**src/common/icr_pkg.sv**
```systemverilog
// Constants for the interface capability register block.
// Assumes every user refers to these names with the package prefix.
package icr_pkg;

    // Register width and field positions.
    localparam int CAP_W = 32;
    localparam int VENDOR_BIT = 31;
    localparam int REV_HI = 30;
    localparam int REV_LO = 28;
    localparam int RSVD_HI = 27;
    localparam int RSVD_LO = 11;
    localparam int SIZE_HI = 10;
    localparam int SIZE_LO = 9;
    localparam int FIXED_BIT = 8;
    localparam int CMDRDY_BIT = 7;
    localparam int FALL_BIT = 6;
    localparam int RISE_BIT = 5;
    localparam int LOW_BIT = 4;
    localparam int HIGH_BIT = 3;
    localparam int OWNSW_BIT = 2;
    localparam int SETTLED_BIT = 1;
    localparam int RESP_BIT = 0;

    // Interface revision codes.
    localparam logic [2:0] REV_LEGACY = 3'h0;
    localparam logic [2:0] REV_1P3 = 3'h2;
    localparam logic [2:0] REV_CURRENT = 3'h3;

    // Maximum transfer size codes.
    localparam logic [1:0] SIZE_LEGACY = 2'h0;
    localparam logic [1:0] SIZE_8 = 2'h1;
    localparam logic [1:0] SIZE_32 = 2'h2;
    localparam logic [1:0] SIZE_64 = 2'h3;

    // Transfer lengths in bytes.
    localparam int LEN_W = 7;
    localparam logic [LEN_W-1:0] LEN_NONE = 7'h00;
    localparam logic [LEN_W-1:0] LEN_LEGACY = 7'h04;
    localparam logic [LEN_W-1:0] LEN_8 = 7'h08;
    localparam logic [LEN_W-1:0] LEN_32 = 7'h20;
    localparam logic [LEN_W-1:0] LEN_64 = 7'h40;

    // Interface kinds for which the register holds meaning.
    localparam logic [3:0] KIND_FIFO = 4'h0;
    localparam logic [3:0] KIND_FIFO_ALT = 4'hf;

    // Value of the mandatory capability bits.
    localparam logic MANDATORY_ONE = 1'b1;
    localparam logic [RSVD_HI-RSVD_LO:0] RSVD_ZERO = '0;

endpackage

```
**src/rtl/icr_reset_sync.sv**
```systemverilog
// Reset release synchroniser for the capability block.
// Assumes an active-low asynchronous reset from outside the clock domain.
`timescale 1ns/1ps
module icr_reset_sync
(
    input wire logic ref_clk,
    input wire logic nrst,
    output logic rstSync_n
);

    logic stage1_n;

    // Assert at once, release only after two clean edges.
    always_ff @(posedge ref_clk or negedge nrst)
    begin
        if (!nrst)
        begin
            stage1_n <= 1'b0;
            rstSync_n <= 1'b0;
        end
        else
        begin
            stage1_n <= 1'b1;
            rstSync_n <= stage1_n;
        end
    end

endmodule

```
**src/rtl/icr_cap_reg.sv**
```systemverilog
// Read-only interface capability register and data port size gate.
// Assumes register strobes and the interface kind come from logic
// on ref_clk, so none of them is synchronised here.
//
// What this block does
// - Report interface revision in three-bit field.
// - Reserved bits 27 to 11 read zero.
// - Encode maximum transfer size in two bits.
// - Larger size implies all smaller sizes work.
// - Bit 8 set when allowance is fixed.
// - Bit 7 shows command-ready interrupt support.
// - Bits 6, 5, 3 show optional triggers.
// - Low-level trigger always supported, bit 4.
// - Owner-switch interrupt always supported, bit 2.
// - Bit 1 shows status-settled interrupt support.
// - Response-ready interrupt always supported, bit 0.
// - Bit 31 reserved, vendor value, no meaning.
// - Valid only for interface kind 0000, 1111.
// - Legacy only: extended data port aborts.
// - Otherwise extended port accepts up to maximum.
`timescale 1ns/1ps
module icr_cap_reg
#(
    parameter logic [2:0] REVISION_CODE = icr_pkg::REV_CURRENT,
    parameter logic [1:0] SIZE_CODE = icr_pkg::SIZE_LEGACY,
    parameter logic FIXED_ALLOWANCE = 1'b0,
    parameter logic CMD_READY_IRQ = 1'b0,
    parameter logic FALLING_TRIG = 1'b0,
    parameter logic RISING_TRIG = 1'b0,
    parameter logic HIGH_TRIG = 1'b0,
    parameter logic SETTLED_IRQ = 1'b0,
    // Arbitrary value; the bit carries no meaning.
    parameter logic VENDOR_RESERVED = 1'b0
)
(
    input wire logic ref_clk,
    input wire logic nrst,
    input wire logic [3:0] interfaceKind,
    input wire logic capSel,
    input wire logic capRead,
    input wire logic capWrite,
    input wire logic dataReq,
    input wire logic dataToExtended,
    input wire logic [icr_pkg::LEN_W-1:0] dataLen,
    output logic [icr_pkg::CAP_W-1:0] capRdata,
    output logic capAck,
    output logic capValid,
    output logic dataAccept,
    output logic dataAbort
);

    logic rstSync_n;
    logic [icr_pkg::CAP_W-1:0] capWord;
    logic kindOk;
    logic [icr_pkg::LEN_W-1:0] maxLen;
    logic lenOk;
    logic [icr_pkg::CAP_W-1:0] next_capRdata;
    logic next_capAck;
    logic next_capValid;
    logic next_dataAccept;
    logic next_dataAbort;

    icr_reset_sync u_rst
    (
        .ref_clk(ref_clk),
        .nrst(nrst),
        .rstSync_n(rstSync_n)
    );

    // Fixed capability word; every bit is set by parameters or constants.
    always_comb
    begin
        capWord = '0;
        capWord[icr_pkg::VENDOR_BIT] = VENDOR_RESERVED;
        capWord[icr_pkg::REV_HI:icr_pkg::REV_LO] = REVISION_CODE;
        capWord[icr_pkg::RSVD_HI:icr_pkg::RSVD_LO] = icr_pkg::RSVD_ZERO;
        capWord[icr_pkg::SIZE_HI:icr_pkg::SIZE_LO] = SIZE_CODE;
        capWord[icr_pkg::FIXED_BIT] = FIXED_ALLOWANCE;
        capWord[icr_pkg::CMDRDY_BIT] = CMD_READY_IRQ;
        capWord[icr_pkg::FALL_BIT] = FALLING_TRIG;
        capWord[icr_pkg::RISE_BIT] = RISING_TRIG;
        capWord[icr_pkg::HIGH_BIT] = HIGH_TRIG;
        capWord[icr_pkg::LOW_BIT] = icr_pkg::MANDATORY_ONE;
        capWord[icr_pkg::OWNSW_BIT] = icr_pkg::MANDATORY_ONE;
        capWord[icr_pkg::SETTLED_BIT] = SETTLED_IRQ;
        capWord[icr_pkg::RESP_BIT] = icr_pkg::MANDATORY_ONE;
    end

    assign kindOk = (interfaceKind == icr_pkg::KIND_FIFO) ||
                    (interfaceKind == icr_pkg::KIND_FIFO_ALT);

    // Largest accepted length for the advertised size code.
    always_comb
    begin
        if (SIZE_CODE == icr_pkg::SIZE_64)
        begin
            maxLen = icr_pkg::LEN_64;
        end
        else if (SIZE_CODE == icr_pkg::SIZE_32)
        begin
            maxLen = icr_pkg::LEN_32;
        end
        else if (SIZE_CODE == icr_pkg::SIZE_8)
        begin
            maxLen = icr_pkg::LEN_8;
        end
        else
        begin
            maxLen = icr_pkg::LEN_LEGACY;
        end
    end

    assign lenOk = (dataLen != icr_pkg::LEN_NONE) && (dataLen <= maxLen);

    // Next values for the read answer and the data port verdict.
    // A write is acknowledged like a read so the bus never hangs, but
    // the read data holds its last value.
    always_comb
    begin
        next_capRdata = capRdata;
        next_capAck = 1'b0;
        next_capValid = kindOk;
        next_dataAccept = 1'b0;
        next_dataAbort = 1'b0;
        if (capSel && capRead)
        begin
            next_capAck = 1'b1;
            // Invalid interface kinds read as all zeros.
            next_capRdata = kindOk ? capWord : '0;
        end
        else if (capSel && capWrite)
        begin
            next_capAck = 1'b1;
        end
        if (dataReq)
        begin
            if (dataToExtended && (SIZE_CODE == icr_pkg::SIZE_LEGACY))
            begin
                next_dataAbort = 1'b1;
            end
            else if (lenOk)
            begin
                next_dataAccept = 1'b1;
            end
            else
            begin
                next_dataAbort = 1'b1;
            end
        end
    end

    // Registered outputs; all clear during reset.
    always_ff @(posedge ref_clk or negedge rstSync_n)
    begin
        if (!rstSync_n)
        begin
            capRdata <= '0;
            capAck <= 1'b0;
            capValid <= 1'b0;
            dataAccept <= 1'b0;
            dataAbort <= 1'b0;
        end
        else
        begin
            capRdata <= next_capRdata;
            capAck <= next_capAck;
            capValid <= next_capValid;
            dataAccept <= next_dataAccept;
            dataAbort <= next_dataAbort;
        end
    end

    // Checks on the answer one cycle after each request.
    AST_REV_FIELD:
    assert property (@(posedge ref_clk) disable iff (!rstSync_n)
        capSel && capRead && kindOk |=>
        capAck && capRdata[icr_pkg::REV_HI:icr_pkg::REV_LO] == REVISION_CODE)
    else $error("Revision field wrong after read.");

    AST_RSVD_ZERO:
    assert property (@(posedge ref_clk) disable iff (!rstSync_n)
        capAck |-> capRdata[icr_pkg::RSVD_HI:icr_pkg::RSVD_LO] == '0)
    else $error("Reserved bits not zero.");

    AST_SIZE_FIELD:
    assert property (@(posedge ref_clk) disable iff (!rstSync_n)
        capSel && capRead && kindOk |=>
        capRdata[icr_pkg::SIZE_HI:icr_pkg::SIZE_LO] == SIZE_CODE)
    else $error("Size field wrong after read.");

    AST_SMALLER_OK:
    assert property (@(posedge ref_clk) disable iff (!rstSync_n)
        dataReq && !dataToExtended && dataLen != icr_pkg::LEN_NONE &&
        dataLen <= icr_pkg::LEN_LEGACY |=> dataAccept && !dataAbort)
    else $error("Legacy length refused.");

    // A write acks with the old read data, so only reads are judged here.
    AST_LOW_TRIG:
    assert property (@(posedge ref_clk) disable iff (!rstSync_n)
        capSel && capRead && kindOk |=> capRdata[icr_pkg::LOW_BIT])
    else $error("Low level trigger bit not set.");

    AST_OWNER_SWITCH:
    assert property (@(posedge ref_clk) disable iff (!rstSync_n)
        capSel && capRead && kindOk |=> capRdata[icr_pkg::OWNSW_BIT])
    else $error("Owner switch bit not set.");

    AST_RESP_READY:
    assert property (@(posedge ref_clk) disable iff (!rstSync_n)
        capSel && capRead ##1 capValid |-> capRdata[icr_pkg::RESP_BIT])
    else $error("Response ready bit not set.");

    AST_INVALID_ZERO:
    assert property (@(posedge ref_clk) disable iff (!rstSync_n)
        capSel && capRead && !kindOk |=> !capValid && capRdata == '0)
    else $error("Invalid kind read not zero.");

    AST_EXT_ABORT:
    assert property (@(posedge ref_clk) disable iff (!rstSync_n)
        dataReq && dataToExtended && SIZE_CODE == icr_pkg::SIZE_LEGACY
        |=> dataAbort && !dataAccept)
    else $error("Extended port not aborted.");

    AST_EXT_ACCEPT:
    assert property (@(posedge ref_clk) disable iff (!rstSync_n)
        dataReq && SIZE_CODE != icr_pkg::SIZE_LEGACY &&
        dataLen != icr_pkg::LEN_NONE &&
        dataLen <= ((SIZE_CODE == icr_pkg::SIZE_64) ? icr_pkg::LEN_64 :
        (SIZE_CODE == icr_pkg::SIZE_32) ? icr_pkg::LEN_32 : icr_pkg::LEN_8)
        |=> dataAccept && !dataAbort)
    else $error("Length within maximum refused.");

    AST_WRITE_STABLE:
    assert property (@(posedge ref_clk) disable iff (!rstSync_n)
        capSel && capWrite && !capRead |=> capAck && $stable(capRdata))
    else $error("Write altered read data.");

endmodule

```
**config.mk**
```make
export PLATFORM = sky130hd
export DESIGN_NAME = icr_cap_reg
export DESIGN_NICKNAME = d
export VERILOG_FILES = /design/src/common/icr_pkg.sv /design/src/rtl/icr_reset_sync.sv /design/src/rtl/icr_cap_reg.sv
export SDC_FILE = /design/constraint.sdc
export NUM_CORES = 1
export LEC_CHECK = 0
export BUFFER_PORTS_ARGS = -buffer_cell sky130_fd_sc_hd__buf_2
export CAP_MARGIN = 10
export CORE_MARGIN = 2
export CORE_UTILIZATION = 30
export DETAILED_ROUTE_END_ITERATION = 7
export PLACE_DENSITY = 0.75
export SLEW_MARGIN = 5
export SYNTH_ARGS = -nofsm -noshare
export SYNTH_HDL_FRONTEND = slang
export SYNTH_SLANG_ARGS = --single-unit
```
**constraint.sdc**
```tcl
create_clock -name ref_clk -period 0.8 [get_ports ref_clk]
set_input_delay 0.04 -clock ref_clk [delete_from_list [all_inputs] [get_ports ref_clk]]
set_output_delay 0.04 -clock ref_clk [all_outputs]
set_load 0.02 [all_outputs]
```
# [Yosys cells after proc, flatten, opt, wreduce, memory -nomap -nowiden]
# Index checks and enable logic that the tools add are counted.
[totals] regBits=38 input_bits=18 out_inout_bits=36 wordCells=24
[classes] order_cmp=1 n_eq_ne=1 mux=9 reduce_logical=6
[op_table] op="30-bit two-way mux" count=1
[op_table] op="1-bit two-way mux" count=8
[op_table] op="7-bit by 3-bit <= comparator with 1-bit output (second input constant)" count=1
[op_table] op="7-bit nonzero test" count=1
[op_table] op="4-bit equality test (second input constant)" count=1
[op_table] op="4-bit logical NOT" count=1
[op_table] op="1-bit logical AND" count=3
[op_table] op="1-bit logical OR" count=1

# [Logic depth before layout (Yosys ltp)]
# Gate-level depths: netlist of run 1.
[logic_depth] word_depth=5 mapped_depth=2 mapped_depth_nobuf=2

# [Modules after synthesis]
# A second synthesis of run 1 with hierarchy kept.
[unflattened] hier_cells=54 hier_area_um2=518.0
[modules_own_cells] mod="icr_cap_reg" instances=1 cells_per_inst=51 area_each_um2=464.2 seq_area_each_um2=125.1
[modules_own_cells] mod="icr_reset_sync" instances=1 cells_per_inst=3 area_each_um2=53.8 seq_area_each_um2=50.0

# [Worst setup path after synthesis of run 1]
# OpenSTA, ideal clock, no wires.
[synth_timing] path_type="input-to-reg" startpoint="input dataLen[4] (netlist bit)" endpoint="register dataAbort" setup_ns=0.129 t_arrival_ns=0.945 required_time_ns=0.671 setup_slack_ns=-0.274 cell_stages=2 n_path_buf=0 path_cell_list="or4_4 o41a_1"
[synth_via] elab_chain_len=5 elab_cells_between_ends=6 cone_classes="1 x order compare; 3 x mux; 2 x reduce/logical"
[synth_lines] item="start: declaration" line="icr_cap_reg.sv:44" text="input wire logic [icr_pkg::LEN_W-1:0] dataLen,"
[synth_lines] item="7-bit by 3-bit <= comparator with 1-bit output or 7-bit nonzero test (tied branches)" line="icr_cap_reg.sv:113" text="assign lenOk = (dataLen != icr_pkg::LEN_NONE) && (dataLen <= maxLen);"
[synth_lines] item="1-bit logical AND *" line="icr_cap_reg.sv:113"
[synth_lines] item="1-bit two-way mux *" line="icr_cap_reg.sv:141" text="else if (lenOk)"
[synth_lines] item="1-bit two-way mux *" line="icr_cap_reg.sv:137" text="if (dataToExtended && (SIZE_CODE == icr_pkg::SIZE_LEGACY))"
[synth_lines] item="1-bit two-way mux *" line="icr_cap_reg.sv:135" text="if (dataReq)"
[synth_lines] item="named net next_dataAbort" line="icr_cap_reg.sv:61" text="logic next_dataAbort;"
[synth_lines] item="end signal: assignment" line="icr_cap_reg.sv:169" text="dataAbort <= next_dataAbort;"
[synth_lines] item="end: declaration" line="icr_cap_reg.sv:49" text="output logic dataAbort"
# The timed path passes the listed nets; every way through them passes the cells marked *.
# A chain may end at the register's enable or synchronous reset.

==> impl_metrics.toml, run 1 <==
[status]
status = "finished, violations left"
violations = "hold timing, setup timing"

[place]
port_buffers = 26
dp_hpwl_um = 700
dp.cells = 95
gp_congestion = 0.645
place_area_um2 = 561

[synthesis]
yosys_warnings = 0
netlist_area_um2 = 518
synth_seq_cells = 7
synth_seq_area_share_pct = 33.8
avgSynthCellArea_um2 = 9.59
synthCells = 54
ys_types = 16

[global_routing]
grt_pass1_vias = 307
grt_max_degree = 7
grt_pass1_wl_mm = 1.06
grt-ovfl-total = 0
antenna_found_initial = 0
grtUsageTotal_pct = 8.10

[timing]
fmax_mhz = 1120
period_share_pct = 111
holdWs_ns = -0.0245
min_period_ns = 0.890
slew_violations = 0
rsz0062_at_grt = "true"
setup-violations-final = 7
hold_viol_final = 1
setup_ws_ns = -0.0896
clock_skew_ns = 0.000237

[floorplan]
die-area_um2 = 2080
fp-row-count = 15
core_area_um2 = 1670
initial_core_util_pct = 31.0
die_y_um = 45.6
boundaryPins = 54
dieWidth_um = 45.6

[route]
routed_wl_um = 860
ant_nets = 0
via_count = 399
vias_per_cell = 3.95
first_pass_iters = 4
drc = 0
drtIter0Drc = 1
avgRoutedWirePerCell_um = 8.51

[clocking]
cts_max_level = 1
clock_latency_ns = 0.24
root_buffer = "clkbuf_4"
cts_hold_buf = 2
cts.sinks = 7
clock_path_buffers = 2
numCtsBuffers = 3
cts_tree = "yes"
clk_pin_slew_worst_paths_ns = 0.05

[critical_path]
worst-path-buf-inv = 1
cp.arrival_ns = 0.85
crit_chain = "buf_4"
critical_path.slowest_cell = "dfrtp_2"
endpoint_kind = "output port"
critical_path_class = "reg -> out"
critPathMaxStageDelay_ns = 0.44
cp_top_family = "flip-flops"
cp_max_fo = 6
cp-start-kind = "flop"
worstPathRequired_ns = 0.76

[layout]
final_area_um2 = 662
drive_above_1_share_pct = 42.9
area_growth_syn_to_layout_pct = 27.8
n_antenna_cell = 0
fin_nets = 103
fin_cells = 101

[power]
power_leakage_nw = 0.366
peakVddDrop_mv = 0.388
pwr_density_cell_nw_per_um2 = 1600

[flow_run]
timing.max_cap.violations = 0

[worst_hold_path]
min_path_type = "in -> reg"
## cell families (layout without fill, tap and decap cells)
group / after synthesis / after routing / share of synthesized area, %
other: 2 / 28 / 1.45
DFF: 7 / 7 / 33.8
buffers and inverters: 32 / 36 / 45.7
AOI/OAI and AO/OA: 7 / 7 / 10.9
and+or+nand+nor: 6 / 6 / 8.21
## cell type report
cell class,instances,area (µm²)
Fill cell,184,1010
Timing Repair Buffer,31,220
Multi-Input combinational cell,41,214
Sequential cell,7,176
Clock buffer,4,26.3
Tap cell,17,21.3
Inverter,1,3.75
## through the flow
step / hold WS [ns] / TNS [ns] / power [mW] / setup slack (ns) / util (%)
CTS: -0.0386 / -0.477 / 1.04 / -0.0824 / 37.5
detailed placement: -0.172 / -0.861 / 0.698 / -0.352 / 33.6
global route: -0.0410 / -0.807 / 1.13 / -0.130 / 39.6
global placement: -0.174 / -0.736 / 0.693 / -0.298 / 33.6
finish: -0.0245 / -0.496 / 1.06 / -0.0896 / 39.6
floorplan: -0.256 / -0.302 / 0.728 / -0.182 / -
## metal layers
| layer | track usage [%] | vias to the layer above | wire, µm |
|---|---|---|---|
| li1 | - | 181 | - |
| met1 | 4.88 | 183 | 238 |
| met2 | 15.2 | 33 | 470 |
| met3 | 3.97 | 2 | 140 |
| met4 | 8.82 | 0 | 11 |
| met5 | 0 | - | 0 |
## flip-flops by register name, indices dropped and copies added (netlist names)
register	flops
capAck	1
u_rst.rstSync_n	1
capRdata	1
dataAccept	1
capValid	1
dataAbort	1
u_rst.stage1_n	1
## cell usage after synthesis (all sizes together)
library cell	instances	area (µm²)
a21oi	1	5.00
o21bai	1	7.51
nand2	1	3.75
or3b	1	8.76
o21a	2	15.0
nor3	1	5.00
a41oi	1	8.76
or4	2	18.8
buf	31	233
o41a	1	11.3
dfrtp	7	175
inv	1	3.75
a2111oi	1	8.76
nand4	1	6.26
conb	2	7.51
## worst paths after layout
| path | startpoint | end | slack (ns) | depth (start not counted) |
|---|---|---|---|---|
| setup / recovery | capRdata[28]$_DFFE_PN0P_ | capRdata[4] | -0.09 | 1 |
| hold / removal | dataLen[3] | dataAccept$_DFF_PN0_ | -0.02 | 2 |
| setup reg to reg | capRdata[28]$_DFFE_PN0P_ | capRdata[28]$_DFFE_PN0P_ | 0.05 | 2 |
| hold reg to reg | u_rst.rstSync_n$_DFF_PN0_ | dataAbort$_DFF_PN0_ | 0.08 | 0 |
| max in group asynchronous | u_rst.rstSync_n$_DFF_PN0_ | capRdata[28]$_DFFE_PN0P_ | 0.53 | 0 |
| min in group asynchronous | u_rst.rstSync_n$_DFF_PN0_ | dataAbort$_DFF_PN0_ | 0.08 | 0 |
## placed cells by master, fill, tap and decap left out
master / synthesis / layout
a2111oi_2: 0 / 1
a21oi_1: 1 / 1
a41oi_1: 1 / 1
buf_2: 0 / 16
buf_4: 31 / 7
buf_6: 0 / 6
clkbuf_1: 0 / 1
clkbuf_4: 0 / 3
conb_1: 2 / 28
dfrtp_1: 7 / 6
dfrtp_2: 0 / 1
dlygate4sd3_1: 0 / 2
inv_1: 1 / 1
nand2_1: 1 / 1
nand4_1: 1 / 1
nor3_1: 1 / 1
o21a_1: 2 / 2
o21bai_1: 1 / 1
o41a_1: 1 / 1
or3b_1: 1 / 1
or4_4: 1 / 2
## where the power goes
| part | internal (mW) | total (mW) | switching, mW |
|---|---|---|---|
| Sequential | 0.377 | 0.397 | 0.0207 |
| Combinational | 0.128 | 0.351 | 0.222 |
| Clock | 0.190 | 0.311 | 0.121 |
## repair_timing
item | in CTS | in global routing
endpoints found under the hold margin | 4 | 1
setup endpoints to repair | 8 | 11
gates resized for setup | 5 | 13
setup buffers | 0 | 0
Note: power is estimated with default switching activity, not from simulation.
==> run 2: changes to the inputs <==
Settings changed: CORE_UTILIZATION 30 to 33, PLACE_DENSITY 0.75 to 0.81.
==> impl_metrics.toml, run 2 (same netlist as run 1, synthesis figures left out) <==
[route]
routed_wl_um = 941
ant_nets = 0
vias_per_cell = 3.94
first_pass_iters = 2
drtIter0Drc = 3
avgRoutedWirePerCell_um = 9.41
drc = 0
via_count = 394

[critical_path]
cp_max_fo = 6
cp_top_family = "flip-flops"
regToRegStartpoint = "capRdata[28]$_DFFE_PN0P_"
ff2ff_setup_slack_ns = 0.04
critPathMaxStageDelay_ns = 0.44
cp.arrival_ns = 0.86
worstPathRequired_ns = 0.76
critical_path.slowest_cell = "dfrtp_2"
reg2reg_depth = 2
cp-start-kind = "flop"
crit_chain = "buf_4"
critical_path_class = "reg -> out"
worst-path-buf-inv = 1
regToRegEndpoint = "capRdata[28]$_DFFE_PN0P_"
endpoint_kind = "output port"

[global_routing]
grtUsageMet3_pct = 3.75
grt_busiest_layer = "met2"
grt_pass1_vias = 320
use_met2_pct = 16.2
antenna_found_initial = 0
grt_util_met1_pct = 7.49
grt_pass1_wl_mm = 1.17
grtUsageTotal_pct = 9.00
grt_max_degree = 7
grt-ovfl-total = 0

[layout]
drive_above_1_share_pct = 42.9
num-fill-cells = 140
final_area_um2 = 673
area_growth_syn_to_layout_pct = 30.0
layout_common_cells = "conb_1 (28), buf_2 (16), buf_4 (7), dfrtp_1 (6), buf_6 (6)"
n_antenna_cell = 0
layout_commonest_cell = "conb_1"
fin_nets = 103

[clocking]
cts_tree = "yes"
clock_path_buffers = 2
root_buffer = "clkbuf_4"
cts_max_level = 1
cts_setup_buffers = 0
clk_pin_slew_worst_paths_ns = 0.05
cts.sinks = 7
cts_hold_buf = 2
numCtsBuffers = 3
clock_latency_ns = 0.25

[timing]
setup_ws_ns = -0.0993
clock_skew_ns = 0.000736
setup_tns_ns = -0.548
period_share_pct = 112
rsz0062_at_grt = "true"
fmax_mhz = 1110
setup-violations-final = 6
hold_viol_final = 0
min_period_ns = 0.899
slew_violations = 0

[status]
violations = "setup timing"
status = "finished, violations left"

[floorplan]
die_y_um = 43.6
dieWidth_um = 43.6
core_area_um2 = 1490
boundaryPins = 54
initial_core_util_pct = 34.8
die-area_um2 = 1900
fp-row-count = 14

[worst_hold_path]
min_path_cells = 2
min_path_type = "in -> reg"
hold_path_end = "dataAccept$_DFF_PN0_"
hold_path_startpoint = "dataLen[3]"

[power]
peakVddDrop_mv = 0.502
pwr_density_cell_nw_per_um2 = 1590
power_leakage_nw = 0.366
power.total_mw = 1.07

[place]
place_area_um2 = 559
port_buffers = 26
dp_hpwl_um = 727
gp_congestion = 0.697

[flow_run]
timing.max_cap.violations = 0
[run 2: through the flow]
stage          setup WS, ns  utilization, %  instances  hold WS, ns
2_1_floorplan        -0.182               -         80       -0.256
3_3_place_gp         -0.337            37.6         94       -0.174
3_5_place_dp         -0.359            37.6         94       -0.173
4_1_cts             -0.0843            43.2        100      -0.0270
5_1_grt              -0.130            45.2        100     -0.00739
6_report            -0.0993            45.2        100      0.00419
[run 2: worst max-delay path by stage]
| stage | end | slack (ns) | cells past startpoint | startpoint |
|---|---|---|---|---|
| floorplan | dataAbort$_DFF_PN0_ | -0.18 | 2 | dataLen[4] |
| global placement | dataAccept$_DFF_PN0_ | -0.34 | 3 | dataLen[4] |
| detailed placement | dataAccept$_DFF_PN0_ | -0.36 | 3 | dataLen[4] |
| CTS | capRdata[4] | -0.08 | 1 | capRdata[28]$_DFFE_PN0P_ |
| global route | capRdata[4] | -0.13 | 1 | capRdata[28]$_DFFE_PN0P_ |
| finish | capRdata[4] | -0.1 | 1 | capRdata[28]$_DFFE_PN0P_ |
[run 2: where the power goes]
group	switching, mW	internal (mW)	total [mW]
Sequential	0.0210	0.377	0.398
Clock	0.126	0.190	0.316
Combinational	0.228	0.129	0.357
Total	0.375	0.696	1.07
[run 2: layer usage]
metal,routed length [µm],up-vias,share of wire (%)
met5,0,-,0
met4,11,0,1.2
met3,126,2,13
met2,525,33,56
met1,278,179,30
li1,-,180,-
[run 2: area by class of cell]
cell class,instances,area [µm²],area share (%)
multi-input combinational,41,226,33.6
timing repair buffer,31,220,32.7
sequential,7,176,26.2
clock buffer,4,26.3,3.90
tap,16,20.0,2.97
inverter,1,3.75,0.558
[run 2: timing repair]
item	CTS	global route
hold endpoints to repair	4	1
gates resized for setup	11	8
endpoints found under the setup margin	11	11
pin swaps	0	1
==> run 3: changes to the inputs <==
Settings changed: CORE_MARGIN 2 to unset.
==> impl_metrics.toml, run 3 (same netlist as run 1, synthesis figures left out) <==
[clocking]
clk_pin_slew_worst_paths_ns = 0.05
cts_max_level = 1
root_buffer = "clkbuf_4"
cts_setup_buffers = 0
numCtsBuffers = 3
clock_latency_ns = 0.25
cts_tree = "yes"
cts.sinks = 7
cts_hold_buf = 1
clock_path_buffers = 2

[critical_path]
critPathMaxStageDelay_ns = 0.44
cp.arrival_ns = 0.85
worstPathRequired_ns = 0.76
worst-path-buf-inv = 1
cp_max_fo = 6
critical_path_class = "reg -> out"
endpoint_kind = "output port"
crit_chain = "buf_4"
cp-start-kind = "flop"
cp_top_family = "flip-flops"
critical_path.slowest_cell = "dfrtp_2"

[floorplan]
core_area_um2 = 1380
die_y_um = 41.6
boundaryPins = 54
initial_core_util_pct = 37.5
dieWidth_um = 41.6
die-area_um2 = 1730
fp-row-count = 13

[timing]
holdWs_ns = 0.00386
clock_skew_ns = 0.00234
setup_ws_ns = -0.0920
fmax_mhz = 1120
slew_violations = 0
rsz0062_at_grt = "true"
period_share_pct = 112
min_period_ns = 0.892
setup-violations-final = 6
hold_viol_final = 0

[global_routing]
grt_pass1_wl_mm = 1.45
grt_pass1_vias = 368
grt-ovfl-total = 0
grt_max_degree = 7
grtUsageTotal_pct = 11.4
antenna_found_initial = 0

[layout]
area_growth_syn_to_layout_pct = 25.1
drive_above_1_share_pct = 42.7
layout_common_cells = "conb_1 (28), buf_2 (17), dfrtp_1 (6), buf_4 (6), buf_6 (5)"
fin_nets = 101
layout_commonest_cell = "conb_1"
fin_cells = 97
final_area_um2 = 648
fin_util_pct = 46.9
n_antenna_cell = 0

[status]
violations = "setup timing"
status = "finished, violations left"

[route]
via_count = 389
avgRoutedWirePerCell_um = 10.1
ant_nets = 0
vias_per_cell = 4.01
first_pass_iters = 4
routed_wl_um = 978
drtIter0Drc = 3
drc = 0

[power]
pwr_density_cell_nw_per_um2 = 1630
power_leakage_nw = 0.355
peakVddDrop_mv = 0.475

[place]
gp_congestion = 0.598
dp.cells = 92
place_worst_setup_slack_ns = -0.327
place_area_um2 = 551
port_buffers = 26

[worst_hold_path]
min_path_type = "in -> reg"

[flow_run]
timing.max_cap.violations = 0
[run 3: changes by cell type in the layout (fill, tap and decap cells not counted)]
cell           before  now
buf_6               6    5
buf_2              16   17
buf_4               7    6
dlygate4sd3_1       2    1
[run 3: cell type report]
class / instances / area (µm²)
timing repair buffer: 29 / 196
fill: 140 / 734
inverter: 1 / 3.75
tap: 15 / 18.8
multi-input combinational: 41 / 226
clock buffer: 4 / 26.3
sequential: 7 / 176
[run 3: path summary, 6_finish.rpt]
path | endpoint | start | slack [ns] | depth (start not counted)
worst min-delay path | dataAccept$_DFF_PN0_ | dataLen[3] | 0.004 | 2
min in group asynchronous | capAck$_DFF_PN0_ | u_rst.rstSync_n$_DFF_PN0_ | 0.07 | 0
worst max-delay path | capRdata[28] | capRdata[28]$_DFFE_PN0P_ | -0.09 | 1
max in group asynchronous | capRdata[28]$_DFFE_PN0P_ | u_rst.rstSync_n$_DFF_PN0_ | 0.54 | 0
worst min register to register | capAck$_DFF_PN0_ | u_rst.rstSync_n$_DFF_PN0_ | 0.07 | 0
worst max register to register | capRdata[28]$_DFFE_PN0P_ | capRdata[28]$_DFFE_PN0P_ | 0.03 | 2
[run 3: where the power goes]
group	leakage, nW	internal [mW]	switching, mW
combinational	0.255	0.116	0.229
sequential	0.0855	0.377	0.0203
clock	0.0150	0.190	0.126
[run 3: through the flow]
stage / total power, mW / TNS, ns
2_1_floorplan: 0.728 / -0.302
3_3_place_gp: 0.689 / -0.697
3_5_place_dp: 0.696 / -0.815
4_1_cts: 1.05 / -0.585
5_1_grt: 1.11 / -0.746
6_report: 1.06 / -0.539
[run 3: routing by layer]
metal	vias up	track usage, %	wire length [µm]
met4	0	3.87	0
met2	26	22.8	654
met3	0	6.52	77
met5	-	0	0
met1	186	8.63	247
li1	177	-	-
[run 3: repair_timing]
action / CTS / global route
endpoints found under the setup margin: 11 / 12
resized for setup: 11 / 6
endpoints found under the hold margin: 3 / 1
